## config.mk

```make
export PLATFORM = sky130hd
export DESIGN_NAME = sbr_top
export DESIGN_NICKNAME = d
export VERILOG_FILES = /design/src/sbr_pkg.sv /design/src/sbr_sync2.sv /design/src/sbr_slot_seq.sv /design/src/sbr_top.sv
export SDC_FILE = /design/constraint.sdc
export NUM_CORES = 1
export LEC_CHECK = 0
export ABC_AREA = 1
export ABC_CLOCK_PERIOD_IN_PS = 5650
export BUFFER_PORTS_ARGS = -buffer_cell sky130_fd_sc_hd__buf_4
export CAP_MARGIN = 0
export CORE_UTILIZATION = 60
export DETAILED_ROUTE_END_ITERATION = 6
export PLACE_DENSITY = 0.8
export SYNTH_ARGS = -nofsm -noshare
export SYNTH_HDL_FRONTEND = slang
export SYNTH_SLANG_ARGS = --single-unit
```

## constraint.sdc

```tcl
create_clock -name sys_clk -period 5.65 [get_ports sys_clk]
set_clock_uncertainty 0.1 [all_clocks]
set_input_delay 0.565 -clock sys_clk [delete_from_list [all_inputs] [get_ports sys_clk]]
set_output_delay 0.565 -clock sys_clk [all_outputs]
set_load 0.01 [all_outputs]
```

## src/sbr_pkg.sv

```systemverilog
// Shared constants for the secondary bus reset and slot reset block.
// Assumes a 200 MHz core clock and a 32-bit AXI4-Lite register bus.
package sbr_pkg;

  // ************************************************************
  // Sizes
  // ************************************************************
  localparam int NUM_DS = 2;
  localparam int ADDR_W = 8;
  localparam int DATA_W = 32;
  localparam int DLY_W  = 8;
  localparam int CNT_W  = 24;

  // ************************************************************
  // Timing
  // ************************************************************
  localparam int CLK_PERIOD_NS = 5;
  localparam int RST_MIN_NS    = 200000;
  localparam int RST_MIN_CYC   = (RST_MIN_NS + CLK_PERIOD_NS - 1) / CLK_PERIOD_NS;
  localparam int DLY_UNIT_CYC  = 200;

  // ************************************************************
  // Register offsets
  // ************************************************************
  localparam logic [ADDR_W-1:0] OFS_BRIDGE_US  = 8'h00;
  localparam logic [ADDR_W-1:0] OFS_BRIDGE_DS0 = 8'h04;
  localparam logic [ADDR_W-1:0] OFS_HOTPLUG    = 8'h0C;
  localparam logic [ADDR_W-1:0] OFS_SLOT_DS0   = 8'h10;
  localparam logic [ADDR_W-1:0] OFS_STATUS     = 8'h18;
  localparam logic [ADDR_W-1:0] OFS_STRIDE     = 8'h04;

  // ************************************************************
  // Field positions and reset values
  // ************************************************************
  localparam int SEC_RESET_BIT  = 6;
  localparam int PWR_OFF_BIT    = 10;
  localparam int MODE_BIT       = 0;
  localparam int OUT_EN_BIT     = 1;
  localparam int P2R_LSB        = 8;
  localparam int R2P_LSB        = 16;
  localparam int STS_STRIDE     = 8;
  localparam logic [DLY_W-1:0] P2R_RESET = 8'h01;
  localparam logic [DLY_W-1:0] R2P_RESET = 8'h01;

  localparam logic [1:0] RESP_OKAY   = 2'h0;
  localparam logic [1:0] RESP_SLVERR = 2'h2;

  // Reset output modes
  typedef enum logic {
    SBR_MODE_PWR_EN = 1'b0,
    SBR_MODE_PWR_GD = 1'b1
  } sbr_mode_t;

  // Slot power sequence, Gray coded along the usual path
  typedef enum logic [1:0] {
    SBR_SLOT_OFF      = 2'b00,
    SBR_SLOT_PWR_WAIT = 2'b01,
    SBR_SLOT_ON       = 2'b11,
    SBR_SLOT_RST_WAIT = 2'b10
  } sbr_slot_state_t;

endpackage

```

## src/sbr_sync2.sv

```systemverilog
// Two flip-flop synchroniser for pin levels.
// Assumes each bit is an independent, slowly changing level.
module sbr_sync2 #(
  parameter int W = 1
) (
  // Clock and reset
  input  wire logic         sys_clk,
  input  wire logic         rst,
  // Levels
  input  wire logic [W-1:0] async_in,
  output logic      [W-1:0] sync_out
);

  logic [W-1:0] stage1;

  always_ff @(posedge sys_clk)
  begin
    if (rst)
    begin
      stage1   <= '0;
      sync_out <= '0;
    end
    else
    begin
      stage1   <= async_in;
      sync_out <= stage1;
    end
  end

endmodule // sbr_sync2

```

## src/sbr_slot_seq.sv

```systemverilog
// Power and reset sequencer for one downstream slot.
// Assumes power_good is already synchronised and delays are in clock cycles.
module sbr_slot_seq (
  // Clock and reset
  input  wire logic                      sys_clk,
  input  wire logic                      rst,
  // Control
  input  wire logic                      mode_pwr_good,
  input  wire logic                      power_off,
  input  wire logic                      power_good,
  input  wire logic [sbr_pkg::CNT_W-1:0] power_to_reset_delay_cyc,
  input  wire logic [sbr_pkg::CNT_W-1:0] reset_to_power_delay_cyc,
  input  wire logic [sbr_pkg::CNT_W-1:0] min_rst_cyc,
  // Slot outputs
  output logic                           reset_n,
  output logic                           power_enable
);

  sbr_pkg::sbr_slot_state_t state;
  sbr_pkg::sbr_slot_state_t next_state;
  logic [sbr_pkg::CNT_W-1:0] dly_cnt;
  logic [sbr_pkg::CNT_W-1:0] min_cnt;
  logic                      min_done;
  logic                      pg_wait;

  assign min_done = (min_cnt >= min_rst_cyc);
  // Delay from power good is counted only once good is seen
  assign pg_wait  = mode_pwr_good && !power_good;

  always_comb
  begin
    next_state = state;
    case (state)
      sbr_pkg::SBR_SLOT_OFF:
        if (!power_off)
          next_state = sbr_pkg::SBR_SLOT_PWR_WAIT;
      sbr_pkg::SBR_SLOT_PWR_WAIT:
        if (power_off)
          next_state = sbr_pkg::SBR_SLOT_RST_WAIT;
        else if (!pg_wait && dly_cnt >= power_to_reset_delay_cyc && min_done)
          next_state = sbr_pkg::SBR_SLOT_ON;
      sbr_pkg::SBR_SLOT_ON:
        if (power_off)
          next_state = sbr_pkg::SBR_SLOT_RST_WAIT;
        else if (pg_wait)
          next_state = sbr_pkg::SBR_SLOT_PWR_WAIT;
      sbr_pkg::SBR_SLOT_RST_WAIT:
        if (dly_cnt >= reset_to_power_delay_cyc)
          next_state = sbr_pkg::SBR_SLOT_OFF;
      default:
        next_state = sbr_pkg::SBR_SLOT_OFF;
    endcase
  end

  always_ff @(posedge sys_clk)
  begin
    if (rst)
      state <= sbr_pkg::SBR_SLOT_OFF;
    else
      state <= next_state;
  end

  // Outputs follow the next state so reset leads power enable off
  always_ff @(posedge sys_clk)
  begin
    if (rst)
    begin
      reset_n      <= 1'b0;
      power_enable <= 1'b0;
    end
    else
    begin
      reset_n      <= (next_state == sbr_pkg::SBR_SLOT_ON);
      power_enable <= (next_state != sbr_pkg::SBR_SLOT_OFF);
    end
  end

  always_ff @(posedge sys_clk)
  begin
    if (rst || next_state != state || (state == sbr_pkg::SBR_SLOT_PWR_WAIT && pg_wait))
      dly_cnt <= '0;
    else if (dly_cnt != '1)
      dly_cnt <= dly_cnt + 1'b1;
  end

  // Width of every reset pulse, reset included, is held in hardware
  always_ff @(posedge sys_clk)
  begin
    if (rst || reset_n)
      min_cnt <= '0;
    else if (!min_done)
      min_cnt <= min_cnt + 1'b1;
  end

endmodule // sbr_slot_seq

```

## src/sbr_top.sv

```systemverilog
// Secondary bus reset sequencing and downstream slot reset outputs.
// Assumes link status comes from core-clock logic; slot pins are asynchronous.
// Registers are reached over an AXI4-Lite slave.
//
// Our own choices: the AXI4-Lite register port and the address map.

module sbr_top #(
  parameter int MIN_RST_CYC  = sbr_pkg::RST_MIN_CYC,
  parameter int DLY_UNIT_CYC = sbr_pkg::DLY_UNIT_CYC
) (
  // Clock and reset
  input  wire logic                       sys_clk,
  input  wire logic                       rst,
  // AXI4-Lite write address
  input  wire logic                       s_axi_awvalid,
  output logic                            s_axi_awready,
  input  wire logic [sbr_pkg::ADDR_W-1:0] s_axi_awaddr,
  // AXI4-Lite write data
  input  wire logic                       s_axi_wvalid,
  output logic                            s_axi_wready,
  input  wire logic [sbr_pkg::DATA_W-1:0] s_axi_wdata,
  input  wire logic [3:0]                 s_axi_wstrb,
  // AXI4-Lite write response
  output logic                            s_axi_bvalid,
  input  wire logic                       s_axi_bready,
  output logic [1:0]                      s_axi_bresp,
  // AXI4-Lite read address
  input  wire logic                       s_axi_arvalid,
  output logic                            s_axi_arready,
  input  wire logic [sbr_pkg::ADDR_W-1:0] s_axi_araddr,
  // AXI4-Lite read data
  output logic                            s_axi_rvalid,
  input  wire logic                       s_axi_rready,
  output logic [sbr_pkg::DATA_W-1:0]      s_axi_rdata,
  output logic [1:0]                      s_axi_rresp,
  // Downstream link control
  input  wire logic [sbr_pkg::NUM_DS-1:0] ds_link_up,
  output logic [sbr_pkg::NUM_DS-1:0]      ds_hot_reset_tx,
  output logic [sbr_pkg::NUM_DS-1:0]      ds_flush_rx,
  output logic [sbr_pkg::NUM_DS-1:0]      ds_reg_init,
  output logic [sbr_pkg::NUM_DS-1:0]      ds_logic_reset,
  output logic [sbr_pkg::NUM_DS-1:0]      ds_unsupported_req,
  // Slot pins
  output logic [sbr_pkg::NUM_DS-1:0]      slot_reset_out_n,
  output logic [sbr_pkg::NUM_DS-1:0]      slot_reset_out_oe,
  input  wire logic [sbr_pkg::NUM_DS-1:0] slot_reset_in,
  output logic [sbr_pkg::NUM_DS-1:0]      slot_power_enable_out,
  input  wire logic [sbr_pkg::NUM_DS-1:0] slot_power_good_n
);

  localparam int N = sbr_pkg::NUM_DS;

  // ************************************************************
  // Helpers
  // ************************************************************
  function automatic logic [sbr_pkg::CNT_W-1:0] to_cycles(input logic [sbr_pkg::DLY_W-1:0] f);
    to_cycles = sbr_pkg::CNT_W'(f) * sbr_pkg::CNT_W'(DLY_UNIT_CYC);
  endfunction

  function automatic logic lane_of(input logic [3:0] strb, input int bitpos);
    lane_of = strb[bitpos / 8];
  endfunction

  // ************************************************************
  // State
  // ************************************************************
  logic                               us_sec_reset;
  logic [N-1:0]                       ds_sec_reset;
  logic                               mode_sel;
  logic                               out_enable;
  logic [sbr_pkg::DLY_W-1:0]          p2r_delay;
  logic [sbr_pkg::DLY_W-1:0]          r2p_delay;
  logic [N-1:0]                       power_off;
  logic                               us_prev;
  logic [N-1:0]                       ds_prev;
  logic [N-1:0]                       pg_n_sync;
  logic [N-1:0]                       pin_sync;
  logic [N-1:0]                       seq_reset_n;
  logic [N-1:0]                       seq_power_en;
  logic                               aw_held;
  logic                               w_held;
  logic [sbr_pkg::ADDR_W-1:0]         aw_addr;
  logic [sbr_pkg::DATA_W-1:0]         w_data;
  logic [3:0]                         w_strb;
  logic                               do_write;
  logic                               wr_map;
  logic                               rd_map;
  logic [sbr_pkg::DATA_W-1:0]         rd_word;

  // ************************************************************
  // Pin synchronisers
  // ************************************************************
  sbr_sync2 #(
    .W (2 * N)
  ) u_sync (
    .sys_clk  (sys_clk),
    .rst      (rst),
    .async_in ({slot_reset_in, slot_power_good_n}),
    .sync_out ({pin_sync, pg_n_sync})
  );

  // ************************************************************
  // AXI4-Lite write path
  // ************************************************************
  // Address and data are taken in either order; one write at a time
  assign s_axi_awready = !aw_held && !s_axi_bvalid;
  assign s_axi_wready  = !w_held && !s_axi_bvalid;
  assign do_write      = aw_held && w_held && !s_axi_bvalid;

  always_ff @(posedge sys_clk)
  begin
    if (rst)
    begin
      aw_held <= 1'b0;
      aw_addr <= '0;
    end
    else if (s_axi_awvalid && s_axi_awready)
    begin
      aw_held <= 1'b1;
      aw_addr <= s_axi_awaddr;
    end
    else if (do_write)
      aw_held <= 1'b0;
  end
  always_ff @(posedge sys_clk)
  begin
    if (rst)
    begin
      w_held <= 1'b0;
      w_data <= '0;
      w_strb <= '0;
    end
    else if (s_axi_wvalid && s_axi_wready)
    begin
      w_held <= 1'b1;
      w_data <= s_axi_wdata;
      w_strb <= s_axi_wstrb;
    end
    else if (do_write)
      w_held <= 1'b0;
  end
  always_comb
  begin
    wr_map = (aw_addr == sbr_pkg::OFS_BRIDGE_US) || (aw_addr == sbr_pkg::OFS_HOTPLUG)
             || (aw_addr == sbr_pkg::OFS_STATUS);
    for (int i = 0; i < N; i++)
    begin
      if (aw_addr == sbr_pkg::OFS_BRIDGE_DS0 + sbr_pkg::ADDR_W'(i) * sbr_pkg::OFS_STRIDE)
        wr_map = 1'b1;
      if (aw_addr == sbr_pkg::OFS_SLOT_DS0 + sbr_pkg::ADDR_W'(i) * sbr_pkg::OFS_STRIDE)
        wr_map = 1'b1;
    end
  end
  always_ff @(posedge sys_clk)
  begin
    if (rst)
    begin
      s_axi_bvalid <= 1'b0;
      s_axi_bresp  <= sbr_pkg::RESP_OKAY;
    end
    else if (do_write)
    begin
      s_axi_bvalid <= 1'b1;
      s_axi_bresp  <= wr_map ? sbr_pkg::RESP_OKAY : sbr_pkg::RESP_SLVERR;
    end
    else if (s_axi_bready)
      s_axi_bvalid <= 1'b0;
  end

  // ************************************************************
  // Bridge control registers
  // ************************************************************
  // The upstream bit stays writable throughout, since the upstream port keeps running
  always_ff @(posedge sys_clk)
  begin
    if (rst)
      us_sec_reset <= 1'b0;
    else if (do_write && aw_addr == sbr_pkg::OFS_BRIDGE_US
             && lane_of(w_strb, sbr_pkg::SEC_RESET_BIT))
      us_sec_reset <= w_data[sbr_pkg::SEC_RESET_BIT];
  end
  always_ff @(posedge sys_clk)
  begin
    if (rst)
      ds_sec_reset <= '0;
    else
      for (int i = 0; i < N; i++)
        if (us_sec_reset)
          ds_sec_reset[i] <= 1'b0;
        else if (do_write
                 && aw_addr == sbr_pkg::OFS_BRIDGE_DS0 + sbr_pkg::ADDR_W'(i) * sbr_pkg::OFS_STRIDE
                 && lane_of(w_strb, sbr_pkg::SEC_RESET_BIT))
          ds_sec_reset[i] <= w_data[sbr_pkg::SEC_RESET_BIT];
  end

  // ************************************************************
  // Hot-plug configuration and slot control
  // ************************************************************
  always_ff @(posedge sys_clk)
  begin
    if (rst)
    begin
      mode_sel   <= sbr_pkg::SBR_MODE_PWR_EN;
      out_enable <= 1'b0;
      p2r_delay  <= sbr_pkg::P2R_RESET;
      r2p_delay  <= sbr_pkg::R2P_RESET;
    end
    else if (do_write && aw_addr == sbr_pkg::OFS_HOTPLUG)
    begin
      if (lane_of(w_strb, sbr_pkg::MODE_BIT))
      begin
        mode_sel   <= w_data[sbr_pkg::MODE_BIT];
        out_enable <= w_data[sbr_pkg::OUT_EN_BIT];
      end
      if (lane_of(w_strb, sbr_pkg::P2R_LSB))
        p2r_delay <= w_data[sbr_pkg::P2R_LSB +: sbr_pkg::DLY_W];
      if (lane_of(w_strb, sbr_pkg::R2P_LSB))
        r2p_delay <= w_data[sbr_pkg::R2P_LSB +: sbr_pkg::DLY_W];
    end
  end
  // Slot power stays software owned so a bus reset does not drop slot power
  always_ff @(posedge sys_clk)
  begin
    if (rst)
      power_off <= '1;
    else
      for (int i = 0; i < N; i++)
        if (do_write
            && aw_addr == sbr_pkg::OFS_SLOT_DS0 + sbr_pkg::ADDR_W'(i) * sbr_pkg::OFS_STRIDE
            && lane_of(w_strb, sbr_pkg::PWR_OFF_BIT))
          power_off[i] <= w_data[sbr_pkg::PWR_OFF_BIT];
  end

  // ************************************************************
  // Secondary bus reset sequencing
  // ************************************************************
  always_ff @(posedge sys_clk)
  begin
    if (rst)
    begin
      us_prev            <= 1'b0;
      ds_prev            <= '0;
      ds_hot_reset_tx    <= '0;
      ds_flush_rx        <= '0;
      ds_reg_init        <= '0;
      ds_logic_reset     <= '0;
      ds_unsupported_req <= '0;
    end
    else
    begin
      us_prev <= us_sec_reset;
      ds_prev <= ds_sec_reset;
      for (int i = 0; i < N; i++)
      begin
        // Only downstream outputs exist here; the upstream port is never touched
        ds_hot_reset_tx[i]    <= (us_sec_reset || ds_sec_reset[i]) && ds_link_up[i];
        ds_flush_rx[i]        <= (us_sec_reset && !us_prev)
                                 || (ds_sec_reset[i] && !ds_prev[i]);
        ds_reg_init[i]        <= us_sec_reset && !us_prev;
        ds_logic_reset[i]     <= us_sec_reset;
        ds_unsupported_req[i] <= ds_sec_reset[i];
      end
    end
  end

  // ************************************************************
  // Slot power and reset outputs
  // ************************************************************
  for (genvar g = 0; g < N; g++)
  begin : g_slot
    sbr_slot_seq u_seq (
      .sys_clk       (sys_clk),
      .rst           (rst),
      .mode_pwr_good (mode_sel == sbr_pkg::SBR_MODE_PWR_GD),
      .power_off     (power_off[g]),
      .power_good    (!pg_n_sync[g]),
      .power_to_reset_delay_cyc   (to_cycles(p2r_delay)),
      .reset_to_power_delay_cyc   (to_cycles(r2p_delay)),
      .min_rst_cyc   (sbr_pkg::CNT_W'(MIN_RST_CYC)),
      .reset_n       (seq_reset_n[g]),
      .power_enable  (seq_power_en[g])
    );
  end
  assign slot_reset_out_n      = seq_reset_n;
  assign slot_reset_out_oe     = {N{out_enable}};
  assign slot_power_enable_out = seq_power_en;

  // ************************************************************
  // AXI4-Lite read path
  // ************************************************************
  always_comb
  begin
    rd_word = '0;
    rd_map  = 1'b1;
    if (s_axi_araddr == sbr_pkg::OFS_BRIDGE_US)
      rd_word[sbr_pkg::SEC_RESET_BIT] = us_sec_reset;
    else if (s_axi_araddr == sbr_pkg::OFS_HOTPLUG)
    begin
      rd_word[sbr_pkg::MODE_BIT]                    = mode_sel;
      rd_word[sbr_pkg::OUT_EN_BIT]                  = out_enable;
      rd_word[sbr_pkg::P2R_LSB +: sbr_pkg::DLY_W]   = p2r_delay;
      rd_word[sbr_pkg::R2P_LSB +: sbr_pkg::DLY_W]   = r2p_delay;
    end
    else if (s_axi_araddr == sbr_pkg::OFS_STATUS)
    begin
      for (int i = 0; i < N; i++)
        rd_word[i * sbr_pkg::STS_STRIDE +: 6] = {pin_sync[i], ds_sec_reset[i], !pg_n_sync[i],
                                                 seq_power_en[i], !seq_reset_n[i], ds_link_up[i]};
    end
    else
      rd_map = 1'b0;
    for (int i = 0; i < N; i++)
    begin
      if (s_axi_araddr == sbr_pkg::OFS_BRIDGE_DS0 + sbr_pkg::ADDR_W'(i) * sbr_pkg::OFS_STRIDE)
      begin
        rd_map                          = 1'b1;
        rd_word[sbr_pkg::SEC_RESET_BIT] = ds_sec_reset[i];
      end
      if (s_axi_araddr == sbr_pkg::OFS_SLOT_DS0 + sbr_pkg::ADDR_W'(i) * sbr_pkg::OFS_STRIDE)
      begin
        rd_map                        = 1'b1;
        rd_word[sbr_pkg::PWR_OFF_BIT] = power_off[i];
      end
    end
  end
  assign s_axi_arready = !s_axi_rvalid;
  always_ff @(posedge sys_clk)
  begin
    if (rst)
    begin
      s_axi_rvalid <= 1'b0;
      s_axi_rdata  <= '0;
      s_axi_rresp  <= sbr_pkg::RESP_OKAY;
    end
    else if (s_axi_arvalid && s_axi_arready)
    begin
      s_axi_rvalid <= 1'b1;
      s_axi_rdata  <= rd_word;
      s_axi_rresp  <= rd_map ? sbr_pkg::RESP_OKAY : sbr_pkg::RESP_SLVERR;
    end
    else if (s_axi_rready)
      s_axi_rvalid <= 1'b0;
  end

endmodule // sbr_top

```

==> results of run 1 <==
layer usage:
layer  up-vias  wire length, um  GRT usage [%]
met5         -                0              0
met4         0              726          9.357
met3        51             1299          3.384
met2       247            11720          43.94
met1      4473            11350          34.62
li1       4990                -              -
critical path, cell delays in order (launching register included):
cell,delay (ps)
sky130_fd_sc_hd__dfxtp_1,440
sky130_fd_sc_hd__ha_1,280
sky130_fd_sc_hd__ha_1,310
sky130_fd_sc_hd__fa_1,470
sky130_fd_sc_hd__ha_1,360
sky130_fd_sc_hd__a21oi_1,160
sky130_fd_sc_hd__nand2_1,90
sky130_fd_sc_hd__a21oi_1,120
sky130_fd_sc_hd__o21ai_0,150
sky130_fd_sc_hd__a21o_1,200
sky130_fd_sc_hd__a21oi_1,150
sky130_fd_sc_hd__xor2_1,280
sky130_fd_sc_hd__ha_1,310
sky130_fd_sc_hd__nand2_1,90
sky130_fd_sc_hd__nor2_1,60
sky130_fd_sc_hd__nor2_1,100
sky130_fd_sc_hd__nand3_1,90
sky130_fd_sc_hd__a41oi_1,160
sky130_fd_sc_hd__nand2_1,140
sky130_fd_sc_hd__nand2_1,90
sky130_fd_sc_hd__nor2_1,50
sky130_fd_sc_hd__nand2_2,90
sky130_fd_sc_hd__nand2_2,60
sky130_fd_sc_hd__nand2_4,340
sky130_fd_sc_hd__nor2_1,90
cell families (layout without fill, tap and decap cells):
group,after synthesis,after routing,share of synthesized area [%]
buffers and inverters,253,342,9.474
AO/OA/AOI/OAI,219,219,10.79
XOR/XNOR,59,59,4.582
flip-flops,202,202,35.86
adder cells (fa/ha/maj),120,120,13.71
AND/OR/NAND/NOR,641,641,25.55
other,1,11,0.03325
sequential cells by signal, summed over array words and instances (netlist names), 3 cells and up:
signal and flops:
p2r_delay 8, r2p_delay 8, s_axi_rdata 23, g_slot.u_seq.min_cnt 48
u_sync.sync_out 4, g_slot.u_seq.state 4, aw_addr 8, w_strb 3
g_slot.u_seq.dly_cnt 48, u_sync.stage1 4, w_data 19
layout by cell type (no fill, tap or decap), drive strengths merged, types with 3 or more instances in the layout:
master	netlist	routed
nor2	258	258
nand2	244	244
inv	206	206
dfxtp	202	202
ha	114	114
buf	27	97
a21oi	93	93
o21ai	77	77
nand3	54	54
xor2	42	42
nor3	38	38
clkbuf	19	35
nand4	20	20
nor4	18	18
xnor2	17	17
conb	1	11
a211oi	9	9
o211ai	9	9
a31oi	8	8
fa	6	6
o21a	5	5
or2	4	4
a21o	3	3
o21bai	3	3
a22oi	3	3
clkinv	1	3
where the power goes:
group	internal, uW	switching (uW)	leakage [uW]
combinational	66.1	111	0.00382
sequential	1460	20.1	0.00164
clock	842	557	0.000344
total	2370	688	0.00580
per-stage QoR:
| step | total power [uW] | util [%] | hold WS, ps | setup WS, ps |
|---|---|---|---|---|
| 2_1_floorplan | 1631 | - | 288.3 | 1493 |
| 3_3_place_gp | 1680 | 66.12 | 298.6 | 882.0 |
| 3_5_place_dp | 1685 | 66.12 | 304.1 | 749.0 |
| 4_1_cts | 3077 | 69.97 | 155.5 | 731.2 |
| 5_1_grt | 3160 | 69.97 | 188.5 | 339.6 |
| 6_report | 3056 | 69.97 | 166.6 | 717.2 |
layout make-up:
type,count,area (um2),area share (%)
inverters,207,777.0,6.099
clock buffers,35,660.6,5.186
flip-flops and latches,202,4044,31.74
repair buffers,97,728.2,5.716
multi-input cells,1050,6203,48.69
well taps,229,286.5,2.249
clock inverters,3,40.04,0.3143
synthesized netlist by cell type, types with 5 or more instances:
cell / count / area, um2
sky130_fd_sc_hd__nor2_1: 211 / 792.0
sky130_fd_sc_hd__a21oi_1: 92 / 460.4
sky130_fd_sc_hd__nand4_1: 19 / 118.9
sky130_fd_sc_hd__buf_4: 20 / 150.1
sky130_fd_sc_hd__a211oi_1: 9 / 67.56
sky130_fd_sc_hd__nor2_2: 44 / 275.3
sky130_fd_sc_hd__nand2_2: 12 / 75.07
sky130_fd_sc_hd__dfxtp_1: 202 / 4044
sky130_fd_sc_hd__ha_1: 114 / 1426
sky130_fd_sc_hd__nor4_1: 16 / 100.1
sky130_fd_sc_hd__o21ai_0: 77 / 385.4
sky130_fd_sc_hd__inv_1: 205 / 769.5
sky130_fd_sc_hd__o211ai_1: 9 / 67.56
sky130_fd_sc_hd__xnor2_1: 17 / 148.9
sky130_fd_sc_hd__a31oi_1: 8 / 50.05
sky130_fd_sc_hd__nand2_1: 229 / 859.6
sky130_fd_sc_hd__xor2_1: 42 / 367.9
sky130_fd_sc_hd__o21a_1: 5 / 37.54
sky130_fd_sc_hd__fa_1: 6 / 120.1
sky130_fd_sc_hd__nand3_1: 50 / 250.2
sky130_fd_sc_hd__nor3_1: 35 / 175.2
sky130_fd_sc_hd__clkbuf_1: 19 / 71.32
worst paths after layout:
check / end / startpoint / cells after the start
worst max register to register: g_slot[0].u_seq.dly_cnt[0] / r2p_delay[4] / 24
worst max-delay path: g_slot[0].u_seq.dly_cnt[0] / r2p_delay[4] / 24
worst min-delay path: u_sync.stage1[2] / slot_reset_in[0] / 3
worst min register to register: u_sync.sync_out[1] / u_sync.stage1[1] / 2
==> metrics.txt, run 1 <==
# TYPE chip_impl_metric gauge
chip_impl_info{name="run_status",value="complete, no violations"} 1
chip_impl_metric{name="place_inst",unit=""} 1785
chip_impl_metric{name="nFillCells",unit=""} 1491
chip_impl_metric{name="dr_total_vias",unit=""} 9761
chip_impl_metric{name="post_synth_edffs",unit=""} 0
chip_impl_info{name="hold_path.class",value="in -> reg"} 1
chip_impl_metric{name="synthesis.area",unit="um2"} 11280
chip_impl_metric{name="cap_violations",unit=""} 0
chip_impl_metric{name="avg_synthesized_cell_area",unit="um2"} 7.544
chip_impl_metric{name="antenna-diode-count",unit=""} 0
chip_impl_info{name="tritoncts",value="built"} 1
chip_impl_metric{name="floorplan.rows",unit=""} 49
chip_impl_metric{name="routed_wirelength",unit="mm"} 25.10
chip_impl_metric{name="globalRoute.totalOverflow",unit=""} 0
chip_impl_metric{name="ios",unit=""} 122
chip_impl_info{name="startpoint_type",value="register"} 1
chip_impl_metric{name="fin_area",unit="um2"} 12740
chip_impl_info{name="setup.worst_path.end_class",value="register"} 1
chip_impl_metric{name="finalCriticalPeriod",unit="ps"} 4933
chip_impl_metric{name="globalRouteTotalUtil",unit="%"} 26.20
chip_impl_metric{name="worst-endpoint-arrival",unit="ps"} 5200
chip_impl_metric{name="wire_length_of_the_first_global_routing_pass",unit="mm"} 42.17
chip_impl_metric{name="clkSinkCount",unit=""} 202
chip_impl_metric{name="power_per_cell_area",unit="nW/um2"} 239.9
chip_impl_metric{name="post_layout_nonfiller_instances",unit=""} 1823
chip_impl_metric{name="routed_via_density",unit=""} 5.354
chip_impl_metric{name="yosys_warnings",unit=""} 0
chip_impl_metric{name="cts_htree_levels",unit=""} 1
chip_impl_metric{name="grt_antenna_before_repair",unit=""} 0
chip_impl_metric{name="share_of_async_settable_or_async_resettable_flops_after_synthesis",unit="%"} 0
chip_impl_metric{name="setup_fix_buffers_added_after_clock_tree_synthesis",unit=""} 0
chip_impl_metric{name="timing.slew.headroom",unit="%"} 38.37
chip_impl_metric{name="worst_tran_pin_value",unit="ps"} 922.2
chip_impl_metric{name="grt_start_max_net_pins",unit=""} 55
chip_impl_metric{name="synth_seq_area_share",unit="%"} 35.86
chip_impl_metric{name="cp_max_fo",unit=""} 24
chip_impl_metric{name="maxClockFrequency",unit="MHz"} 202.7
chip_impl_metric{name="die_height",unit="um"} 139.1
chip_impl_metric{name="post_route_cells_drive_above_1_share",unit="%"} 12.80
chip_impl_info{name="ys_dominant_reg_cell",value="sky130_fd_sc_hd__dfxtp_1"} 1
chip_impl_metric{name="dieArea",unit="um2"} 19350
chip_impl_metric{name="timing.reg2reg.setup_slack",unit="ps"} 720
chip_impl_metric{name="drc_errors",unit=""} 0
chip_impl_metric{name="drt_first_iter_violations",unit=""} 460
chip_impl_metric{name="setup_tns",unit="ps"} 0
chip_impl_metric{name="fp.coreArea",unit="um2"} 18210
chip_impl_metric{name="clock_slew_at_reported_path_ffs",unit="ps"} 60
chip_impl_metric{name="initial_utilization",unit="%"} 61.94
chip_impl_info{name="critPathKind",value="reg -> reg"} 1
chip_impl_metric{name="finalHoldViolations",unit=""} 0
chip_impl_metric{name="cellLeakagePower",unit="uW"} 0.005798
chip_impl_metric{name="detailedRoute.firstPassIterationCount",unit=""} 5
chip_impl_metric{name="post_drt_wl_per_cell",unit="um"} 13.77
chip_impl_metric{name="finalNetCount",unit=""} 1765
chip_impl_info{name="clock-root-buffer",value="sky130_fd_sc_hd__clkbuf_16"} 1
chip_impl_metric{name="syn_inst",unit=""} 1495
chip_impl_metric{name="ctsHoldBuffers",unit=""} 0
chip_impl_metric{name="post-dp-hpwl",unit="mm"} 18.69
chip_impl_metric{name="horizontal_die_dimension",unit="um"} 139.1
chip_impl_metric{name="cts_inserted_buffers",unit=""} 22
chip_impl_metric{name="critical_path_required",unit="ps"} 5920
chip_impl_metric{name="clockBufferDepth",unit=""} 3
chip_impl_metric{name="timing.final.max_slew_violations",unit=""} 0
chip_impl_metric{name="layout_worst_path_cycle_share",unit="%"} 87.31
chip_impl_metric{name="gp_congestion",unit=""} 0.9017
chip_impl_metric{name="area_growth",unit="%"} 12.96
chip_impl_metric{name="ir_worst_vdd",unit="uV"} 211.1
chip_impl_metric{name="timing.final.setup_violations",unit=""} 0
chip_impl_metric{name="via_count_of_the_first_global_routing_pass",unit=""} 9090
chip_impl_metric{name="yosys.cell_types.count",unit=""} 53
chip_impl_metric{name="cts_resized",unit=""} 0
chip_impl_info{name="rsz0062_at_grt",value="false"} 1
chip_impl_metric{name="detail-route-antenna-nets",unit=""} 0
chip_impl_metric{name="postSynthRegisterBits",unit=""} 202
chip_impl_metric{name="numPortBuffers",unit=""} 96
chip_impl_metric{name="placement_cell_area",unit="um2"} 12040
chip_impl_metric{name="clkLatencyLatePin",unit="ps"} 500
Note: power is estimated with default switching activity, not from simulation.
==> inputs of run 2 (changes only) <==
- CORE_UTILIZATION: 60 -> 40
- PLACE_DENSITY: 0.8 -> 0.57
==> metrics.txt, run 2 (synthesis gave the netlist of run 1 again) <==
# TYPE chip_impl_metric gauge
chip_impl_info{name="run_status",value="complete, no violations"} 1
chip_impl_metric{name="cap_violations",unit=""} 0
chip_impl_metric{name="cp_num_cells",unit=""} 24
chip_impl_metric{name="horizontal_die_dimension",unit="um"} 169.9
chip_impl_metric{name="ir_worst_vdd",unit="uV"} 199.1
chip_impl_metric{name="initial_utilization",unit="%"} 40.60
chip_impl_metric{name="worstRegToRegCells",unit=""} 24
chip_impl_metric{name="footprint_of_the_multi_input_gates",unit="um2"} 6203
chip_impl_info{name="clock-root-buffer",value="sky130_fd_sc_hd__clkbuf_16"} 1
chip_impl_metric{name="critical_path_buf_inv_count",unit=""} 0
chip_impl_metric{name="timing.reg2reg.setup_slack",unit="ps"} 710
chip_impl_metric{name="clock_slew_at_reported_path_ffs",unit="ps"} 60
chip_impl_metric{name="post-dp-hpwl",unit="mm"} 19.71
chip_impl_metric{name="cts_inserted_buffers",unit=""} 24
chip_impl_metric{name="area_growth",unit="%"} 16.23
chip_impl_metric{name="power_report.internal_total",unit="uW"} 2599
chip_impl_metric{name="placement_cell_area",unit="um2"} 12230
chip_impl_metric{name="via_count_of_the_first_global_routing_pass",unit=""} 8766
chip_impl_info{name="hold_sp",value="slot_power_good_n[0]"} 1
chip_impl_metric{name="routed_via_density",unit=""} 4.762
chip_impl_metric{name="numPortBuffers",unit=""} 96
chip_impl_metric{name="setup_fix_buffers_added_after_clock_tree_synthesis",unit=""} 0
chip_impl_metric{name="globalRouteTotalUtil",unit="%"} 18.25
chip_impl_metric{name="timing.final.max_slew_violations",unit=""} 0
chip_impl_info{name="worstPathCellList",value="ha_1 > ha_1 > fa_1 > ha_1 > a21oi_1 > nand2_1 > a21oi_1 > o21ai_0 > a21o_1 > a21oi_1 > xor2_1 > ha_1 > nand2_1 > nor2_1 > nor2_1 > nand3_1 > a41oi_1 > nand2_1 > nand2_1 > nor2_1 > nand2_2 > nand2_2 > nand2_4 > nor2_1"} 1
chip_impl_metric{name="drt_first_iter_violations",unit=""} 503
chip_impl_metric{name="dr_total_vias",unit=""} 9424
chip_impl_metric{name="min_path_cells",unit=""} 3
chip_impl_info{name="worstReg2RegStart",value="r2p_delay[4]"} 1
chip_impl_metric{name="maxClockFrequency",unit="MHz"} 202.6
chip_impl_info{name="hold-path-endpoint",value="u_sync.stage1[0]"} 1
chip_impl_metric{name="timing.final.setup_violations",unit=""} 0
chip_impl_metric{name="regArea",unit="um2"} 4044
chip_impl_info{name="rsz0062_at_grt",value="false"} 1
chip_impl_metric{name="die_height",unit="um"} 169.9
chip_impl_metric{name="globalRoute.totalOverflow",unit=""} 0
chip_impl_info{name="startpoint_type",value="register"} 1
chip_impl_metric{name="nFillCells",unit=""} 2829
chip_impl_metric{name="clockBufferDepth",unit=""} 3
chip_impl_info{name="crit_family",value="adder cells"} 1
chip_impl_metric{name="setup_tns",unit="ps"} 0
chip_impl_metric{name="grt_start_max_net_pins",unit=""} 52
chip_impl_metric{name="finalCriticalPeriod",unit="ps"} 4937
chip_impl_metric{name="critical_path_required",unit="ps"} 5940
chip_impl_metric{name="power_frac_clock",unit="%"} 50.5
chip_impl_metric{name="ios",unit=""} 122
chip_impl_info{name="crit_slowest_cell",value="sky130_fd_sc_hd__fa_1"} 1
chip_impl_metric{name="sequentialPowerShare",unit="%"} 44.3
chip_impl_metric{name="cpPeakStageDelay",unit="ps"} 460
chip_impl_metric{name="finalHoldViolations",unit=""} 0
chip_impl_metric{name="detailedRoute.firstPassIterationCount",unit=""} 5
chip_impl_metric{name="finalNetCount",unit=""} 1768
chip_impl_metric{name="fin_area",unit="um2"} 13110
chip_impl_metric{name="net_switching_power",unit="uW"} 743.0
chip_impl_metric{name="grt_antenna_before_repair",unit=""} 0
chip_impl_metric{name="wire_length_of_the_first_global_routing_pass",unit="mm"} 43.13
chip_impl_metric{name="dieArea",unit="um2"} 28870
chip_impl_info{name="tritoncts",value="built"} 1
chip_impl_metric{name="drc_errors",unit=""} 0
chip_impl_metric{name="detail-route-antenna-nets",unit=""} 0
chip_impl_metric{name="post_drt_wl_per_cell",unit="um"} 13.07
chip_impl_metric{name="power_switching_share",unit="%"} 22.23
chip_impl_metric{name="routed_wirelength",unit="mm"} 25.88
chip_impl_metric{name="power_per_cell_area",unit="nW/um2"} 255.0
chip_impl_metric{name="p_comb_share",unit="%"} 5.3
chip_impl_metric{name="fp.coreArea",unit="um2"} 27780
chip_impl_metric{name="ctsHoldBuffers",unit=""} 0
chip_impl_info{name="critical_path.startpoint",value="r2p_delay[4]"} 1
chip_impl_metric{name="cts_resized",unit=""} 0
chip_impl_metric{name="layout_worst_path_cycle_share",unit="%"} 87.37
chip_impl_info{name="setup.worst_path.end_class",value="register"} 1
chip_impl_metric{name="timing.slew.headroom",unit="%"} 45.52
chip_impl_metric{name="cellLeakagePower",unit="uW"} 0.005894
chip_impl_metric{name="post_route_cells_drive_above_1_share",unit="%"} 13.55
chip_impl_metric{name="cp_max_fo",unit=""} 24
chip_impl_metric{name="clkLatencyLatePin",unit="ps"} 520
chip_impl_info{name="critPathKind",value="reg -> reg"} 1
chip_impl_metric{name="floorplan.rows",unit=""} 61
chip_impl_info{name="biggestRegsByFlops",value="g_slot.u_seq.dly_cnt (48), g_slot.u_seq.min_cnt (48), s_axi_rdata (23)"} 1
chip_impl_metric{name="clkSinkCount",unit=""} 202
chip_impl_metric{name="worst_tran_pin_value",unit="ps"} 815.3
chip_impl_metric{name="worst-endpoint-arrival",unit="ps"} 5220
chip_impl_info{name="layout_common_cells",value="sky130_fd_sc_hd__nand2_1 (229), sky130_fd_sc_hd__nor2_1 (211), sky130_fd_sc_hd__inv_1 (205)"} 1
chip_impl_info{name="crit-reg2reg-capture",value="g_slot[0].u_seq.dly_cnt[2]"} 1
chip_impl_info{name="final_common_cell",value="sky130_fd_sc_hd__nand2_1"} 1
chip_impl_metric{name="gp_congestion",unit=""} 0.8387
chip_impl_metric{name="cts_htree_levels",unit=""} 1
chip_impl_info{name="hold_path.class",value="in -> reg"} 1
chip_impl_metric{name="antenna-diode-count",unit=""} 0
-- run 2: stage by stage --
stage	power, uW	util, %	hold slack (ps)	instances	setup slack, ps
2_1_floorplan	1631	-	288.3	1505	1493
6_report	3342	47.19	153.8	1979	713.4
5_1_grt	3475	47.19	153.5	1979	310.0
4_1_cts	3391	47.19	136.1	1979	698.6
3_5_place_dp	1689	44.03	297.7	1935	713.1
3_3_place_gp	1686	44.03	293.6	1935	844.2
-- run 2: cell type report --
class	instances	share of cell area, %
clock buffer	30	5.145
clock inverter	14	1.537
inverter	207	5.927
multi-input combinational	1050	47.32
sequential	202	30.85
tap	378	3.608
timing repair buffer	98	5.612
-- run 2: power groups by stage --
stage                     logic [uW]  registers [uW]  clock network, uW
after global routing             203            1480               1790
after CTS                        179            1480               1730
after global placement           176            1510                  0
after floorplan                  125            1510                  0
final                            176            1480               1690
after detailed placement         178            1510                  0
-- run 2: worst max path at each step --
stage	end	slack [ps]
floorplan	g_slot[0].u_seq.dly_cnt[8]	1490
global placement	g_slot[0].u_seq.dly_cnt[1]	840
detailed placement	g_slot[0].u_seq.dly_cnt[2]	710
CTS	g_slot[0].u_seq.dly_cnt[2]	700
global route	g_slot[0].u_seq.dly_cnt[2]	310
finish	g_slot[0].u_seq.dly_cnt[2]	710
-- run 2: routing by layer --
layer	up-vias	track usage, %	wire, um
li1	5002	-	-
met1	4223	24.92	12660
met2	169	30.17	11700
met3	30	2.767	1058
met4	0	4.074	456
met5	-	0	0
-- run 2: worst register-to-register path: stages, from the launching register on --
cell and delay, ps:
sky130_fd_sc_hd__dfxtp_1 450, sky130_fd_sc_hd__ha_1 290, sky130_fd_sc_hd__ha_1 310, sky130_fd_sc_hd__fa_1 460, sky130_fd_sc_hd__ha_1 370, sky130_fd_sc_hd__a21oi_1 170, sky130_fd_sc_hd__nand2_1 90, sky130_fd_sc_hd__a21oi_1 130
sky130_fd_sc_hd__o21ai_0 140, sky130_fd_sc_hd__a21o_1 180, sky130_fd_sc_hd__a21oi_1 150, sky130_fd_sc_hd__xor2_1 290, sky130_fd_sc_hd__ha_1 310, sky130_fd_sc_hd__nand2_1 90, sky130_fd_sc_hd__nor2_1 50, sky130_fd_sc_hd__nor2_1 90
sky130_fd_sc_hd__nand3_1 80, sky130_fd_sc_hd__a41oi_1 170, sky130_fd_sc_hd__nand2_1 140, sky130_fd_sc_hd__nand2_1 80, sky130_fd_sc_hd__nor2_1 40, sky130_fd_sc_hd__nand2_2 90, sky130_fd_sc_hd__nand2_2 60, sky130_fd_sc_hd__nand2_4 350
sky130_fd_sc_hd__nor2_1 120
